--- src/hdl/caif_pkg.sv ---
// Purpose: shared constants and types of the coded audio input front end
// Assumes: 100 MHz reference clock
// Notes: reg offsets are word indices on the plain register port
package caif_pkg;
  localparam int unsigned CLK_KHZ = 100000;
  localparam int unsigned DCLK_KHZ = 768;
  // half-period accumulator: two toggles per data clock period
  localparam logic [17:0] DCLK_MOD = 18'(CLK_KHZ);
  localparam logic [17:0] DCLK_INC = 18'(2 * DCLK_KHZ);
  // external sample clock assumed 256 x 44.1 kHz, counted in 100 Hz units
  localparam int unsigned EXT_FS_MULT = 256;
  localparam int unsigned FS_NOM_HZ = 44100;
  localparam logic [17:0] EXT_MOD = 18'(EXT_FS_MULT * FS_NOM_HZ / 100);
  localparam logic [17:0] EXT_INC = 18'(DCLK_KHZ * 10);
  localparam int unsigned BURST_BITS = 16;
  localparam logic [4:0] BURST_LEN = 5'(BURST_BITS);
  localparam int unsigned DEFAULT_KBPS = 384;
  localparam logic [14:0] N_NUM = 15'(BURST_BITS * DCLK_KHZ);
  localparam logic [8:0] N_DEFAULT = 9'((BURST_BITS * DCLK_KHZ + DEFAULT_KBPS / 2) / DEFAULT_KBPS);
  // frame field codes reported by the decoder core
  localparam logic [2:0] FLD_HEADER = 3'h0;
  localparam logic [2:0] FLD_ALLOC = 3'h1;
  localparam logic [2:0] FLD_SCFSI = 3'h2;
  localparam logic [2:0] FLD_SCALEF = 3'h3;
  // register port
  localparam logic [1:0] REG_SETTINGS = 2'h0;
  localparam logic [1:0] REG_STATUS = 2'h1;
  localparam int unsigned SET_FORCE_CRC = 0;
  localparam int unsigned SET_MODE_LO = 1;
  localparam int unsigned SET_MODE_HI = 2;
  localparam logic [2:0] SET_RESET = 3'h0;
  localparam int unsigned SYNC_W = 12;
  typedef enum logic [1:0] {FS_32K, FS_44K1, FS_48K} caif_fs_t;
  typedef enum logic {HUNT, LOCKED} caif_lock_t;
  localparam caif_fs_t RST_RATE = FS_44K1;
endpackage

--- src/hdl/caif_frontend.sv ---
// Purpose: coded audio master/slave serial inputs, sync and error-driven muting
// Assumes: decoder core reports lock, field class and crc/syntax results
// Notes: settings at REG_SETTINGS, status at REG_STATUS
// Summary of operation
// - master input, crystal timing: device picks sample rate, 44.1 kHz after reset
// - timing changes only on lock or on switching between inputs
// - slave input keeps last master sample rate; restored on return
// - errors: external flags, crc failure with protection, syntax errors
// - header/allocation/scfsi errors mute; scale factor error reuses previous
// - with crc active, allocation and scfsi validity come from crc and syntax checks, not from the external flag
// - force-crc setting treats protection as present whatever the header says
// - reset drops sync, mutes outputs, restores settings
// - stop: zero subbands, halt master requests, hold word select level
// - stop acts within half a sample period, loses sync, mutes until resync
// - unreliable data mutes and loses sync; master requests keep running
// - master data clock runs continuously at 768 kHz
// - word select toggles per request; 16 bits follow one period later
// - word select spacing is round(16*768/E) data clock periods
// - master error flag combined over each group of 8 bits
// - slave bits taken only in window; flag ignored outside, grouped per 8
// - first windowed bit after frame sync rise is the frame's first bit
// - select high: request pacing derived from external sample clock
`timescale 1ns/1ns
module caif_frontend (
  input wire logic ref_clk_i,
  input wire logic resetn_i,
  input wire logic master_coded_data_i,
  input wire logic master_error_flag_i,
  output logic master_data_clock_o,
  output logic master_word_select_o,
  input wire logic slave_coded_data_i,
  input wire logic slave_error_flag_i,
  input wire logic slave_data_clock_i,
  input wire logic slave_burst_window_i,
  input wire logic slave_frame_sync_i,
  input wire logic external_sample_clock_in_i,
  input wire logic sample_clock_source_select_i,
  input wire logic input_select_slave_i,
  input wire logic stop_i,
  input wire logic unreliable_data_in_i,
  input wire logic [1:0] reg_addr_i,
  input wire logic [7:0] reg_wdata_i,
  input wire logic reg_wr_i,
  input wire logic reg_rd_i,
  output logic [7:0] reg_rdata_o,
  input wire logic lock_i,
  input wire logic [8:0] lock_kbps_i,
  input wire logic [1:0] lock_rate_i,
  input wire logic frame_boundary_i,
  input wire logic field_valid_i,
  input wire logic [2:0] field_i,
  input wire logic field_flag_err_i,
  input wire logic protect_bit_i,
  input wire logic crc_fail_i,
  input wire logic syntax_err_i,
  output logic [7:0] byte_o,
  output logic byte_valid_o,
  output logic byte_err_o,
  output logic byte_first_o,
  output logic audio_mute_o,
  output logic zero_subband_o,
  output logic reuse_scalefactor_o,
  output logic sync_lost_o,
  output logic timing_change_o,
  output logic [1:0] sample_rate_o,
  output logic sck_from_ext_o
);
  typedef struct packed {
    logic [17:0] dacc;
    logic dclk;
    logic [17:0] eacc;
    logic ext_q;
    logic ws;
    logic [8:0] ws_cnt;
    logic [8:0] n_target;
    logic [4:0] burst_left;
    logic burst_wait;
    logic scl_q;
    logic fsy_q;
    logic sync_pend;
    logic [7:0] shift;
    logic [2:0] bit_cnt;
    logic err_acc;
    logic first_acc;
    logic [7:0] byte_d;
    logic byte_valid;
    logic byte_err;
    logic byte_first;
    caif_pkg::caif_lock_t sync;
    logic frame_mute;
    logic mute;
    logic zero_sub;
    logic reuse_sf;
    logic sync_lost;
    logic timing_change;
    caif_pkg::caif_fs_t rate;
    logic slave_q;
    logic sck_ext;
    logic [2:0] settings;
    logic [7:0] rdata;
  } caif_state_t;
  caif_state_t st;
  caif_state_t next_st;

  logic mdat_s, merr_s, scl_s, sdat_s, serr_s, win_s, fsy_s;
  logic ext_s, fsel_s, slave_s, stop_s, unreliable_data_in_s;
  logic [17:0] dsum, esum;
  logic fall, rise, ext_tick, tick, master_act, switched;
  logic take, bit_v, err_v, first_v, pend_now, use_pulse;
  logic crc_act, sel_alloc, flag_bad, bad;
  logic [14:0] quo;

  caif_sync2 #(.W(caif_pkg::SYNC_W)) u_sync (
    .ref_clk_i(ref_clk_i),
    .resetn_i(resetn_i),
    .async_i({master_coded_data_i, master_error_flag_i, slave_data_clock_i,
              slave_coded_data_i, slave_error_flag_i, slave_burst_window_i,
              slave_frame_sync_i, external_sample_clock_in_i,
              sample_clock_source_select_i, input_select_slave_i, stop_i,
              unreliable_data_in_i}),
    .sync_o({mdat_s, merr_s, scl_s, sdat_s, serr_s, win_s, fsy_s, ext_s, fsel_s,
             slave_s, stop_s, unreliable_data_in_s})
  );

  always_comb begin
    next_st = st;
    rise = 1'b0;
    fall = 1'b0;
    ext_tick = 1'b0;
    take = 1'b0;
    bit_v = 1'b0;
    err_v = 1'b0;
    first_v = 1'b0;
    master_act = !slave_s;
    switched = slave_s != st.slave_q;
    use_pulse = st.settings[caif_pkg::SET_MODE_LO] | st.settings[caif_pkg::SET_MODE_HI];
    // fractional divider: average 768 kHz, jitter one reference cycle
    dsum = st.dacc + caif_pkg::DCLK_INC;
    if (dsum >= caif_pkg::DCLK_MOD) begin
      next_st.dacc = dsum - caif_pkg::DCLK_MOD;
      next_st.dclk = !st.dclk;
      rise = !st.dclk;
      fall = st.dclk;
    end else begin
      next_st.dacc = dsum;
    end
    // external sample clock scaled to the same nominal tick rate
    next_st.ext_q = ext_s;
    esum = st.eacc + caif_pkg::EXT_INC;
    if (ext_s && !st.ext_q) begin
      if (esum >= caif_pkg::EXT_MOD) begin
        next_st.eacc = esum - caif_pkg::EXT_MOD;
        ext_tick = 1'b1;
      end else begin
        next_st.eacc = esum;
      end
    end
    tick = fsel_s ? ext_tick : rise;
    next_st.slave_q = slave_s;
    next_st.sck_ext = slave_s | fsel_s;
    next_st.timing_change = lock_i | (switched & !fsel_s);
    // master burst: sample on falling edge, source shifts on the falling edge before
    if (master_act && !stop_s && fall && st.burst_left != 5'h0) begin
      if (st.burst_wait) begin
        next_st.burst_wait = 1'b0;
      end else begin
        take = 1'b1;
        bit_v = mdat_s;
        err_v = merr_s;
        next_st.burst_left = st.burst_left - 5'h1;
      end
    end
    // word select pacing; frozen level while stopped or on slave input
    if (!master_act || stop_s) begin
      next_st.burst_left = 5'h0;
      next_st.ws_cnt = 9'h0;
    end else if (tick) begin
      if (st.ws_cnt >= st.n_target - 9'h1) begin
        next_st.ws = !st.ws;
        next_st.ws_cnt = 9'h0;
        next_st.burst_left = caif_pkg::BURST_LEN;
        next_st.burst_wait = 1'b1;
      end else begin
        next_st.ws_cnt = st.ws_cnt + 9'h1;
      end
    end
    // slave input, sampled on the synchronised clock's rising edge
    next_st.scl_q = scl_s;
    pend_now = st.sync_pend | (fsy_s & !st.fsy_q);
    if (!master_act && scl_s && !st.scl_q) begin
      next_st.fsy_q = fsy_s;
      next_st.sync_pend = pend_now & !win_s;
      if (win_s && !stop_s) begin
        take = 1'b1;
        bit_v = sdat_s;
        err_v = serr_s;
        first_v = pend_now & use_pulse;
      end
    end
    // byte assembly, one reliability flag per 8 bits
    next_st.byte_valid = 1'b0;
    if (switched || stop_s) begin
      next_st.bit_cnt = 3'h0;
      next_st.err_acc = 1'b0;
      next_st.first_acc = 1'b0;
    end else if (take && first_v) begin
      // realign: a partial byte before a frame start is dropped
      next_st.shift = {7'h0, bit_v};
      next_st.bit_cnt = 3'h1;
      next_st.err_acc = err_v;
      next_st.first_acc = 1'b1;
    end else if (take) begin
      next_st.shift = {st.shift[6:0], bit_v};
      next_st.bit_cnt = st.bit_cnt + 3'h1;
      next_st.err_acc = st.err_acc | err_v;
      if (st.bit_cnt == 3'h7) begin
        next_st.byte_d = {st.shift[6:0], bit_v};
        next_st.byte_err = st.err_acc | err_v;
        next_st.byte_first = st.first_acc;
        next_st.byte_valid = 1'b1;
        next_st.err_acc = 1'b0;
        next_st.first_acc = 1'b0;
      end
    end
    // error classification for the field the decoder is parsing
    crc_act = st.settings[caif_pkg::SET_FORCE_CRC] | protect_bit_i;
    sel_alloc = field_i == caif_pkg::FLD_ALLOC || field_i == caif_pkg::FLD_SCFSI;
    flag_bad = (crc_act && sel_alloc) ? crc_fail_i : field_flag_err_i;
    bad = field_valid_i & (field_i == caif_pkg::FLD_HEADER | sel_alloc) &
          (flag_bad | syntax_err_i);
    next_st.reuse_sf = field_valid_i & (field_i == caif_pkg::FLD_SCALEF) &
                       (field_flag_err_i | syntax_err_i);
    if (frame_boundary_i) begin
      next_st.frame_mute = 1'b0;
    end
    if (bad) begin
      next_st.frame_mute = 1'b1;
    end
    // synchronisation state
    quo = (caif_pkg::N_NUM + 15'(lock_kbps_i >> 1)) / 15'(lock_kbps_i);
    next_st.sync_lost = 1'b0;
    if (stop_s || unreliable_data_in_s) begin
      next_st.sync_lost = st.sync == caif_pkg::LOCKED;
      next_st.sync = caif_pkg::HUNT;
    end else if (lock_i) begin
      next_st.sync = caif_pkg::LOCKED;
      // free format reports zero and leaves the pacing alone
      if (master_act && lock_kbps_i != 9'h0) begin
        next_st.n_target = quo[8:0];
      end
      if (master_act && !fsel_s && lock_rate_i <= 2'h2) begin
        next_st.rate = caif_pkg::caif_fs_t'(lock_rate_i);
      end
    end
    next_st.mute = next_st.sync != caif_pkg::LOCKED | stop_s | unreliable_data_in_s |
                   next_st.frame_mute;
    next_st.zero_sub = stop_s;
    // register port
    next_st.rdata = 8'h0;
    if (reg_rd_i) begin
      unique case (reg_addr_i)
        caif_pkg::REG_SETTINGS: next_st.rdata = {5'h0, st.settings};
        caif_pkg::REG_STATUS: next_st.rdata = {3'h0, st.sync == caif_pkg::LOCKED,
                                               st.mute, st.rate, st.slave_q};
        default: next_st.rdata = 8'h0;
      endcase
    end
    if (reg_wr_i && reg_addr_i == caif_pkg::REG_SETTINGS) begin
      next_st.settings = reg_wdata_i[2:0];
    end
  end

  always_ff @(posedge ref_clk_i) begin
    if (!resetn_i) begin
      st <= '0;
      st.n_target <= caif_pkg::N_DEFAULT;
      st.rate <= caif_pkg::RST_RATE;
      st.sync <= caif_pkg::HUNT;
      st.mute <= 1'b1;
      st.settings <= caif_pkg::SET_RESET;
    end else begin
      st <= next_st;
    end
  end

  assign master_data_clock_o = st.dclk;
  assign master_word_select_o = st.ws;
  assign reg_rdata_o = st.rdata;
  assign byte_o = st.byte_d;
  assign byte_valid_o = st.byte_valid;
  assign byte_err_o = st.byte_err;
  assign byte_first_o = st.byte_first;
  assign audio_mute_o = st.mute;
  assign zero_subband_o = st.zero_sub;
  assign reuse_scalefactor_o = st.reuse_sf;
  assign sync_lost_o = st.sync_lost;
  assign timing_change_o = st.timing_change;
  assign sample_rate_o = st.rate;
  assign sck_from_ext_o = st.sck_ext;
endmodule // caif_frontend

--- src/hdl/caif_sync2.sv ---
// Purpose: two-flop synchroniser bank for pins entering the reference clock domain
// Assumes: inputs are levels slower than the reference clock
// Notes: first stage feeds only the second stage
`timescale 1ns/1ns
module caif_sync2 #(
  parameter int unsigned W = 1
) (
  input wire logic ref_clk_i,
  input wire logic resetn_i,
  input wire logic [W-1:0] async_i,
  output logic [W-1:0] sync_o
);
  typedef struct packed {
    logic [W-1:0] s1;
    logic [W-1:0] s2;
  } caif_sync2_t;
  caif_sync2_t st;
  caif_sync2_t next_st;

  always_comb begin
    next_st.s1 = async_i;
    next_st.s2 = st.s1;
  end

  always_ff @(posedge ref_clk_i) begin
    if (!resetn_i) begin
      st <= '0;
    end else begin
      st <= next_st;
    end
  end

  assign sync_o = st.s2;
endmodule // caif_sync2

--- config.mk ---
export PLATFORM = sky130hd
export DESIGN_NAME = caif_frontend
export DESIGN_NICKNAME = d
export VERILOG_FILES = /design/src/hdl/caif_pkg.sv /design/src/hdl/caif_frontend.sv /design/src/hdl/caif_sync2.sv
export SDC_FILE = /design/constraint.sdc
export NUM_CORES = 1
export LEC_CHECK = 0
export BUFFER_PORTS_ARGS = -buffer_cell sky130_fd_sc_hd__buf_2
export CAP_MARGIN = 0
export CELL_PAD_IN_SITES_DETAIL_PLACEMENT = 1
export CELL_PAD_IN_SITES_GLOBAL_PLACEMENT = 1
export CORE_MARGIN = 3
export CORE_UTILIZATION = 35
export DETAILED_ROUTE_END_ITERATION = 10
export HOLD_SLACK_MARGIN = 0.03
export PLACE_DENSITY = 0.75
export SETUP_SLACK_MARGIN = 0.5
export SLEW_MARGIN = 30
export SYNTH_ARGS = -nofsm -noshare
export SYNTH_HDL_FRONTEND = slang
export SYNTH_SLANG_ARGS = --single-unit
--- constraint.sdc ---
create_clock -name ref_clk_i -period 74.7 [get_ports ref_clk_i]
set_clock_uncertainty 0.15 [all_clocks]
set_input_delay 18.675 -clock ref_clk_i [delete_from_list [all_inputs] [get_ports ref_clk_i]]
set_output_delay 18.675 -clock ref_clk_i [all_outputs]
set_load 0.03 [all_outputs]
Yosys cells after proc, flatten, opt, wreduce, memory -nomap -nowiden
Index checks and enable logic that the tools add are counted.

Bits in registers: 135. Bits in latches: 0. Bits in writable memories: 0. ROM bits: 0. Word-level logic and storage cells: 162. Memories: 0.

$add $sub $neg: 9. Multiply operators: 0. Div/mod/pow operators: 1. $lt $le $gt $ge: 4. Eq/ne operators: 6. Shift-type cells: 0. Muxes and demuxes: 36. Bitwise operators: 27. Reductions and logical operators: 44.

Operators by type and width (count): >= comparator 18 x 17 -> 1 bit (second input constant) (2); two-way mux 18 bit (2); subtractor 18 x 17 -> 18 bit (second input constant) (2); two-way mux 1 bit (25); two-way mux 23 bit (1); adder 18 x 11 -> 18 bit (second input constant) (1); adder 18 x 13 -> 18 bit (second input constant) (1); two-way mux 6 bit (3); adder 14 x 8 -> 15 bit (first input constant) (1); divider 15 x 9 -> 15 bit (1); logical AND 1 bit (13); two-way mux 13 bit (1); two-way mux 12 bit (1); OR 1 bit (12); case mux 5 bit (2 select lines) (1); adder 9 x 1 -> 9 bit (second input constant) (1); >= comparator 9 bit (1); zero test 1 bit (9); two-way mux 9 bit (1); AND reduction 3 bit (3); nonzero test 9 bit (1); subtractor 9 x 1 -> 9 bit (second input constant) (1); AND 1 bit (8); AND reduction 2 bit (4); other kinds (19) (31).

Longest topological paths before layout
Gate-level depths: netlist of the first run.

Depth after elaboration: 12. Mapped depth: 126.

Cells and area by module
Synthesis of the first run repeated with hierarchy kept, for this count alone.

Cells, all modules: 1304. Area, all modules: 10362.4 µm².

By module, submodules not included: caif_frontend (times used 1, cells each 1254, area each 9686.8 µm², sequential area each 1901.8 µm²); caif_sync2 (times used 1, cells each 50, area each 675.6 µm², sequential area each 480.5 µm²).

Least setup slack after synthesis of the first run
OpenSTA, ideal clock, no wires.

Kind: in2reg. Start point: in lock_kbps_i[8]. End point: reg st[55] in the netlist's numbering. Setup time: 0.115 ns. Data arrival time: 42.307 ns. Required time: 74.435 ns. Setup slack: 32.128 ns. Cell stages on the path: 117. Path buffers: 8. Cells stage by stage: buf_6 or4_4 or4_1 ha_1 o211ai_1 nand2_1 mux2i_1 nand2_1 ha_1 or3_1 a2111oi_0 a21oi_1 ha_1 o21ai_0 a221oi_1 o21a_1 o21ai_0 ha_1 (+81 left out) or4b_4 nor4b_4 mux2i_1 ha_1 a21boi_0 o21ai_0 nand2b_1 a21oi_1 nor2b_1 o21ai_0 nand2b_1 a21oi_1 nor2b_1 o21ai_0 nand3b_1 a21oi_1 nand3_1 o21ba_1.

Longest elaborated chain between the ends: 3. Elaborated cells between the ends (all ways): 5. Those cells by class: 1 x add/sub; 1 x div; 3 x reduce/logical.

RTL lines: start: declaration (line caif_frontend.sv:47) `input wire logic [8:0] lock_kbps_i,`; parallel branches: the longest is 3 deep, another holds adder 14 x 8 -> 15 bit; end signal: assignment (line caif_frontend.sv:282) `st <= next_st;`; end: declaration (line caif_frontend.sv:102) `caif_state_t st;`.

Parallel ways; which one is timed is not known. A chain may end at the register's enable or synchronous reset.

Worst setup path in the final report of the first run
Ends and elaborated chain as after synthesis.

==> results of run 1 <==
-- cell type report --
| type | count | area [um2] |
|---|---|---|
| Sequential cell | 119 | 2382 |
| Clock inverter | 15 | 157.7 |
| Clock buffer | 17 | 425.4 |
| Tap cell | 384 | 480.5 |
| Inverter | 48 | 182.7 |
| Multi-Input combinational cell | 1122 | 7629 |
| Fill cell | 3598 | 17440 |
| Timing Repair Buffer | 75 | 395.4 |
-- layout by cell type, fill, tap and decap left out, drive strengths merged, types with 10 or more instances in the layout --
cell,n
a211oi,18
a21o,18
a21oi,84
a31oi,11
and2,45
buf,75
clkbuf,17
dfxtp,119
ha,122
inv,57
mux2,24
mux2i,23
nand2,122
nand2b,19
nand3,36
nor2,159
nor2b,14
nor3,44
o211ai,16
o21a,28
o21ai,67
o31ai,18
or2,10
or3,24
xnor2,50
xor2,34
-- logic make-up after synthesis --
kind of cell | after synthesis | share of synthesized area [%]
adder cells (fa/ha/maj) | 124 | 14.77
multiplexers | 47 | 4.851
buffers and inverters | 106 | 4.708
AO/OA/AOI/OAI | 334 | 21.33
flip-flops | 119 | 22.75
XOR/XNOR | 84 | 7.026
other | 2 | 0.07172
AND/OR/NAND/NOR | 524 | 24.49
-- path summary, 6_finish.rpt --
path,slack [ns],cells after the start,endpoint,start
setup / recovery,27.76,112,st[55]$_SDFFE_PN0P_,lock_kbps_i[8]
hold / removal,0.29,1,u_sync.sync_o[11]$_SDFF_PN0_,u_sync.next_st[11]$_SDFF_PN0_
setup reg to reg,70.46,14,st[51]$_SDFF_PP0_,st[103]$_SDFF_PN0_
hold reg to reg,0.29,1,u_sync.sync_o[11]$_SDFF_PN0_,u_sync.next_st[11]$_SDFF_PN0_
-- registers in the layout, summed over array words and instances, names as in the netlist --
| name | cells |
|---|---|
| u_sync.next_st | 12 |
| reg_rdata_o | 5 |
| audio_mute_o | 1 |
| zero_subband_o | 1 |
| reuse_scalefactor_o | 1 |
| u_sync.sync_o | 12 |
| byte_o | 8 |
| master_word_select_o | 1 |
| sync_lost_o | 1 |
| byte_valid_o | 1 |
| byte_first_o | 1 |
| timing_change_o | 1 |
| sample_rate_o | 2 |
| master_data_clock_o | 1 |
| sck_from_ext_o | 1 |
| st | 69 |
| byte_err_o | 1 |
-- routing by layer --
layer	vias to the layer above	wire length (um)	global-route usage, %
li1	4901	-	-
met5	-	0	0
met2	84	14550	33.10
met4	0	333	4.156
met1	4711	13820	22.73
met3	28	510	2.139
-- metrics by stage --
stage          cells  setup WS (ns)  hold WS (ns)  utilization (%)  cell area, um2
2_1_floorplan   1347          32.13        0.2619                -           10500
3_3_place_gp    1748          28.54        0.2660            38.02           11060
3_5_place_dp    1748          27.75        0.2724            38.05           11070
4_1_cts         1780          28.08        0.2877            40.06           11650
5_1_grt         1780          25.39        0.2991            40.06           11650
6_report        1780          27.76        0.2862            40.06           11650
==> flow_metrics.py, run 1 <==
metrics = {
    "status": {
        "outcome": "completed",
    },
    "cts": {
        "post_cts_resized": 0,
        "cts_tree": "built",
        "clk_latency_ns": 0.41,
        "cts_setup_buffers": 0,
        "hold_buffers": 0,
        "cts_sinks": 119,
        "clk_pin_slew_worst_paths_ns": 0.06,
        "htreeDepth": 4,
        "cts_root_buf": "clkbuf_16",
        "clk_path_buf_depth": 2,
        "cts_made_buffers": 17,
    },
    "global_routing": {
        "grt_max_degree": 59,
        "antenna_found_initial": 0,
        "overflow": 0,
        "grt_pass1_wl_um": 48230,
        "grt_usage_pct": 18.14,
        "grt_pass1_vias": 10040,
    },
    "detailed_routing": {
        "drc": 0,
        "wire_per_inst_um": 16.41,
        "drt_iter0_markers": 350,
        "drt-pass1-iter-count": 6,
        "vias": 9724,
        "routed_via_density": 5.463,
        "antenna_left": 0,
        "drt_wl_total_um": 29210,
    },
    "layout": {
        "antenna_cells": 0,
        "drive_above_1_share_pct": 11.32,
        "nets": 1552,
        "area_growth_pct": 11.28,
    },
    "synthesis": {
        "ys_types": 82,
        "synth_area_um2": 10470,
        "async_flop_share_pct": 0,
        "synth_area_leaders": "dfxtp_1 (23%), ha_1 (15%), nor2_1 (5.7%), nand2_1 (4.4%), xnor2_1 (4.2%)",
        "yosys.area.top_type_share_pct": 22.75,
        "synth-edff-count": 0,
        "ys.warnings.count": 0,
        "synth_seq_cells": 119,
        "synthFlopType": "dfxtp_1",
        "synth_common_cells": "nor2_1 (159), ha_1 (122), nand2_1 (122)",
        "yosys.area.top_type": "dfxtp_1",
        "yosysSeqAreaShare_pct": 22.75,
        "netlist_instances": 1340,
        "avgSynthCellArea_um2": 7.814,
        "yosysMostFrequentCell": "nor2_1",
    },
    "timing": {
        "fin_tns_setup_ns": 0,
        "hold_viol": 0,
        "rsz0062_at_grt": "false",
        "fin_crit_ns": 46.94,
        "maxSlewViolCount": 0,
        "slew-limit-headroom_pct": 44.84,
        "fmax_mhz": 21.30,
        "finalSetupViolCount": 0,
        "post-route-period-util_pct": 62.84,
        "worst_slew_pin_slew_ns": 0.8198,
    },
    "run": {
        "drv_cap": 0,
    },
    "floorplanning": {
        "core_area_um2": 29090,
        "start_util_pct": 36.00,
        "num_rows": 62,
        "ioPinCount": 76,
        "die_x_um": 179.0,
        "die_h_um": 179.0,
        "dieArea_um2": 32030,
    },
    "critical_path": {
        "startpoint_type": "input port",
        "crit_family": "compound AO/OA/AOI/OAI gates",
        "worstSetupPathType": "in2reg",
        "required_ns": 74.86,
        "cp-end-kind": "flop",
        "path_max_fanout": 17,
        "crit_slowest_cell": "a2111oi_0",
        "cp_num_buf_inv": 6,
        "max_stage_delay_ns": 0.70,
        "path_common_cell": "ha_1",
        "cp.arrival_ns": 47.10,
    },
    "placement": {
        "place.gp.congestion": 0.8317,
        "port_buffers": 67,
        "dp_hpwl_um": 22160,
    },
    "hold_path": {
        "hold_class": "reg2reg",
    },
}
Power of run 1 is left out: the tool's default activity adds up to more than one toggle a clock period on the data nets, which glitch-free logic cannot reach.
==> run 2: changes to the inputs <==
==> constraint.sdc (replaced) <==
create_clock -name ref_clk_i -period 48.4 [get_ports ref_clk_i]
set_clock_uncertainty 0.15 [all_clocks]
set_input_delay 12.1 -clock ref_clk_i [delete_from_list [all_inputs] [get_ports ref_clk_i]]
set_output_delay 12.1 -clock ref_clk_i [all_outputs]
set_load 0.03 [all_outputs]
==> run 2 against run 1 <==
Utilization is essentially flat; critical path depth decreased by 1; setup slack lost 20 ns; hold slack worse by 0.0023 ns; wire length fell by 1.1%; critical path type unchanged; non-clock buffer count stayed put; die area unchanged; cell count hardly changed; highest routed layer is now met5; flip-flop and latch count stayed put; global-route usage about the same; sequential share of layout area barely moved; via count rose by 0.46%.
==> flow_metrics.py, run 2 (synthesis gave the netlist of run 1 again) <==
metrics = {
    "critical_path": {
        "startpoint_type": "input port",
        "path_max_fanout": 17,
        "max_stage_delay_ns": 0.68,
        "worstSetupPathType": "in2reg",
        "crit_slowest_cell": "a2111oi_0",
        "cp-end-kind": "flop",
        "cp.arrival_ns": 40.49,
        "path_common_cell": "ha_1",
        "required_ns": 48.57,
    },
    "global_routing": {
        "grtUsageMet2_pct": 33.32,
        "overflow": 0,
        "busiest_layer": "met2",
        "grt_pass1_vias": 9889,
        "grt_pass1_wl_um": 47930,
        "antenna_found_initial": 1,
        "gr-usage-met1_pct": 22.37,
        "use_met3_pct": 2.605,
        "grt_max_degree": 59,
        "grt_usage_pct": 18.12,
    },
    "detailed_routing": {
        "drt_wl_total_um": 28890,
        "routed_via_density": 5.491,
        "drt_iter0_markers": 340,
        "drc": 0,
        "antenna_left": 0,
        "drt-pass1-iter-count": 4,
        "vias": 9769,
        "wire_per_inst_um": 16.24,
    },
    "layout": {
        "final_common_cell": "nor2_1",
        "nets": 1552,
        "top_register": "st",
        "fillers": 3601,
        "drive_above_1_share_pct": 11.25,
        "area_growth_pct": 11.20,
        "mostFrequentLayoutCells": "nor2_1 (159), nand2_1 (122), ha_1 (122), dfxtp_1 (119), a21oi_1 (84)",
        "fin_util_pct": 40.03,
        "largest_reg_flops": 69,
        "antenna_cells": 0,
    },
    "timing": {
        "rsz0062_at_grt": "false",
        "fmax_mhz": 24.80,
        "fin_crit_ns": 40.33,
        "post-route-period-util_pct": 83.32,
        "maxSlewViolCount": 0,
        "worst_slew_pin_slew_ns": 0.7784,
        "hold_viol": 0,
        "fin_tns_setup_ns": 0,
        "finalSetupViolCount": 0,
        "slew-limit-headroom_pct": 47.63,
    },
    "cts": {
        "cts_root_buf": "clkbuf_16",
        "clk_path_buf_depth": 2,
        "clk_latency_ns": 0.42,
        "cts_made_buffers": 17,
        "hold_buffers": 0,
        "htreeDepth": 4,
        "post_cts_resized": 0,
        "cts_tree": "built",
        "cts_setup_buffers": 0,
        "clk_pin_slew_worst_paths_ns": 0.06,
        "cts_sinks": 119,
    },
    "status": {
        "outcome": "completed",
    },
    "floorplanning": {
        "die_x_um": 179.0,
        "dieArea_um2": 32030,
        "start_util_pct": 36.00,
        "ioPinCount": 76,
        "core_area_um2": 29090,
        "die_h_um": 179.0,
        "num_rows": 62,
    },
    "hold_path": {
        "hold_class": "reg2reg",
    },
    "placement": {
        "dp_hpwl_um": 22160,
        "port_buffers": 67,
        "place.gp.congestion": 0.8385,
    },
    "run": {
        "drv_cap": 0,
    },
}
-- run 2: worst paths after layout --
kind                                      from                     endpoint  slack, ns  depth (start not counted)
setup / recovery                lock_kbps_i[8]          st[55]$_SDFFE_PN0P_       8.07                        111
hold / removal    u_sync.next_st[5]$_SDFF_PN0_  u_sync.sync_o[5]$_SDFF_PN0_       0.28                          1
setup reg to reg            st[103]$_SDFF_PN0_       byte_o[4]$_SDFFE_PN0P_      44.25                         16
hold reg to reg   u_sync.next_st[5]$_SDFF_PN0_  u_sync.sync_o[5]$_SDFF_PN0_       0.28                          1
-- run 2: final cells by class --
class	count	area, um2	share of cell area (%)
Tap cell	384	480.5	4.126
Timing Repair Buffer	75	395.4	3.396
Clock buffer	17	425.4	3.654
Multi-Input combinational cell	1122	7629	65.52
Clock inverter	14	148.9	1.279
Inverter	48	182.7	1.569
Sequential cell	119	2382	20.46
-- run 2: worst max-delay path, delay by kind of cell --
kind	cells	cell delay (ns)
AOI/OAI and AO/OA	60	15.45
and+or+nand+nor	29	6.37
adders and majority gates	13	4.28
muxes	4	1.23
buffers and inverters	5	1.02
-- run 2: routing by layer --
layer | vias up | part of all wire (%)
met5 | - | 0.042
met4 | 2 | 1.2
met3 | 34 | 2.3
met2 | 96 | 50
met1 | 4737 | 46
li1 | 4900 | -
-- run 2: stage by stage --
step / cell area [um2] / worst slack (ns) / std cells / hold slack [ns]
after floorplan: 10500 / 12.40 / 1347 / 0.2619
after global placement: 11060 / 8.788 / 1748 / 0.2674
after detailed placement: 11070 / 7.959 / 1748 / 0.2721
after CTS: 11640 / 8.369 / 1779 / 0.2848
after global routing: 11640 / 5.471 / 1779 / 0.2916
final: 11640 / 8.072 / 1779 / 0.2839
Power of run 2 is left out for the same reason.
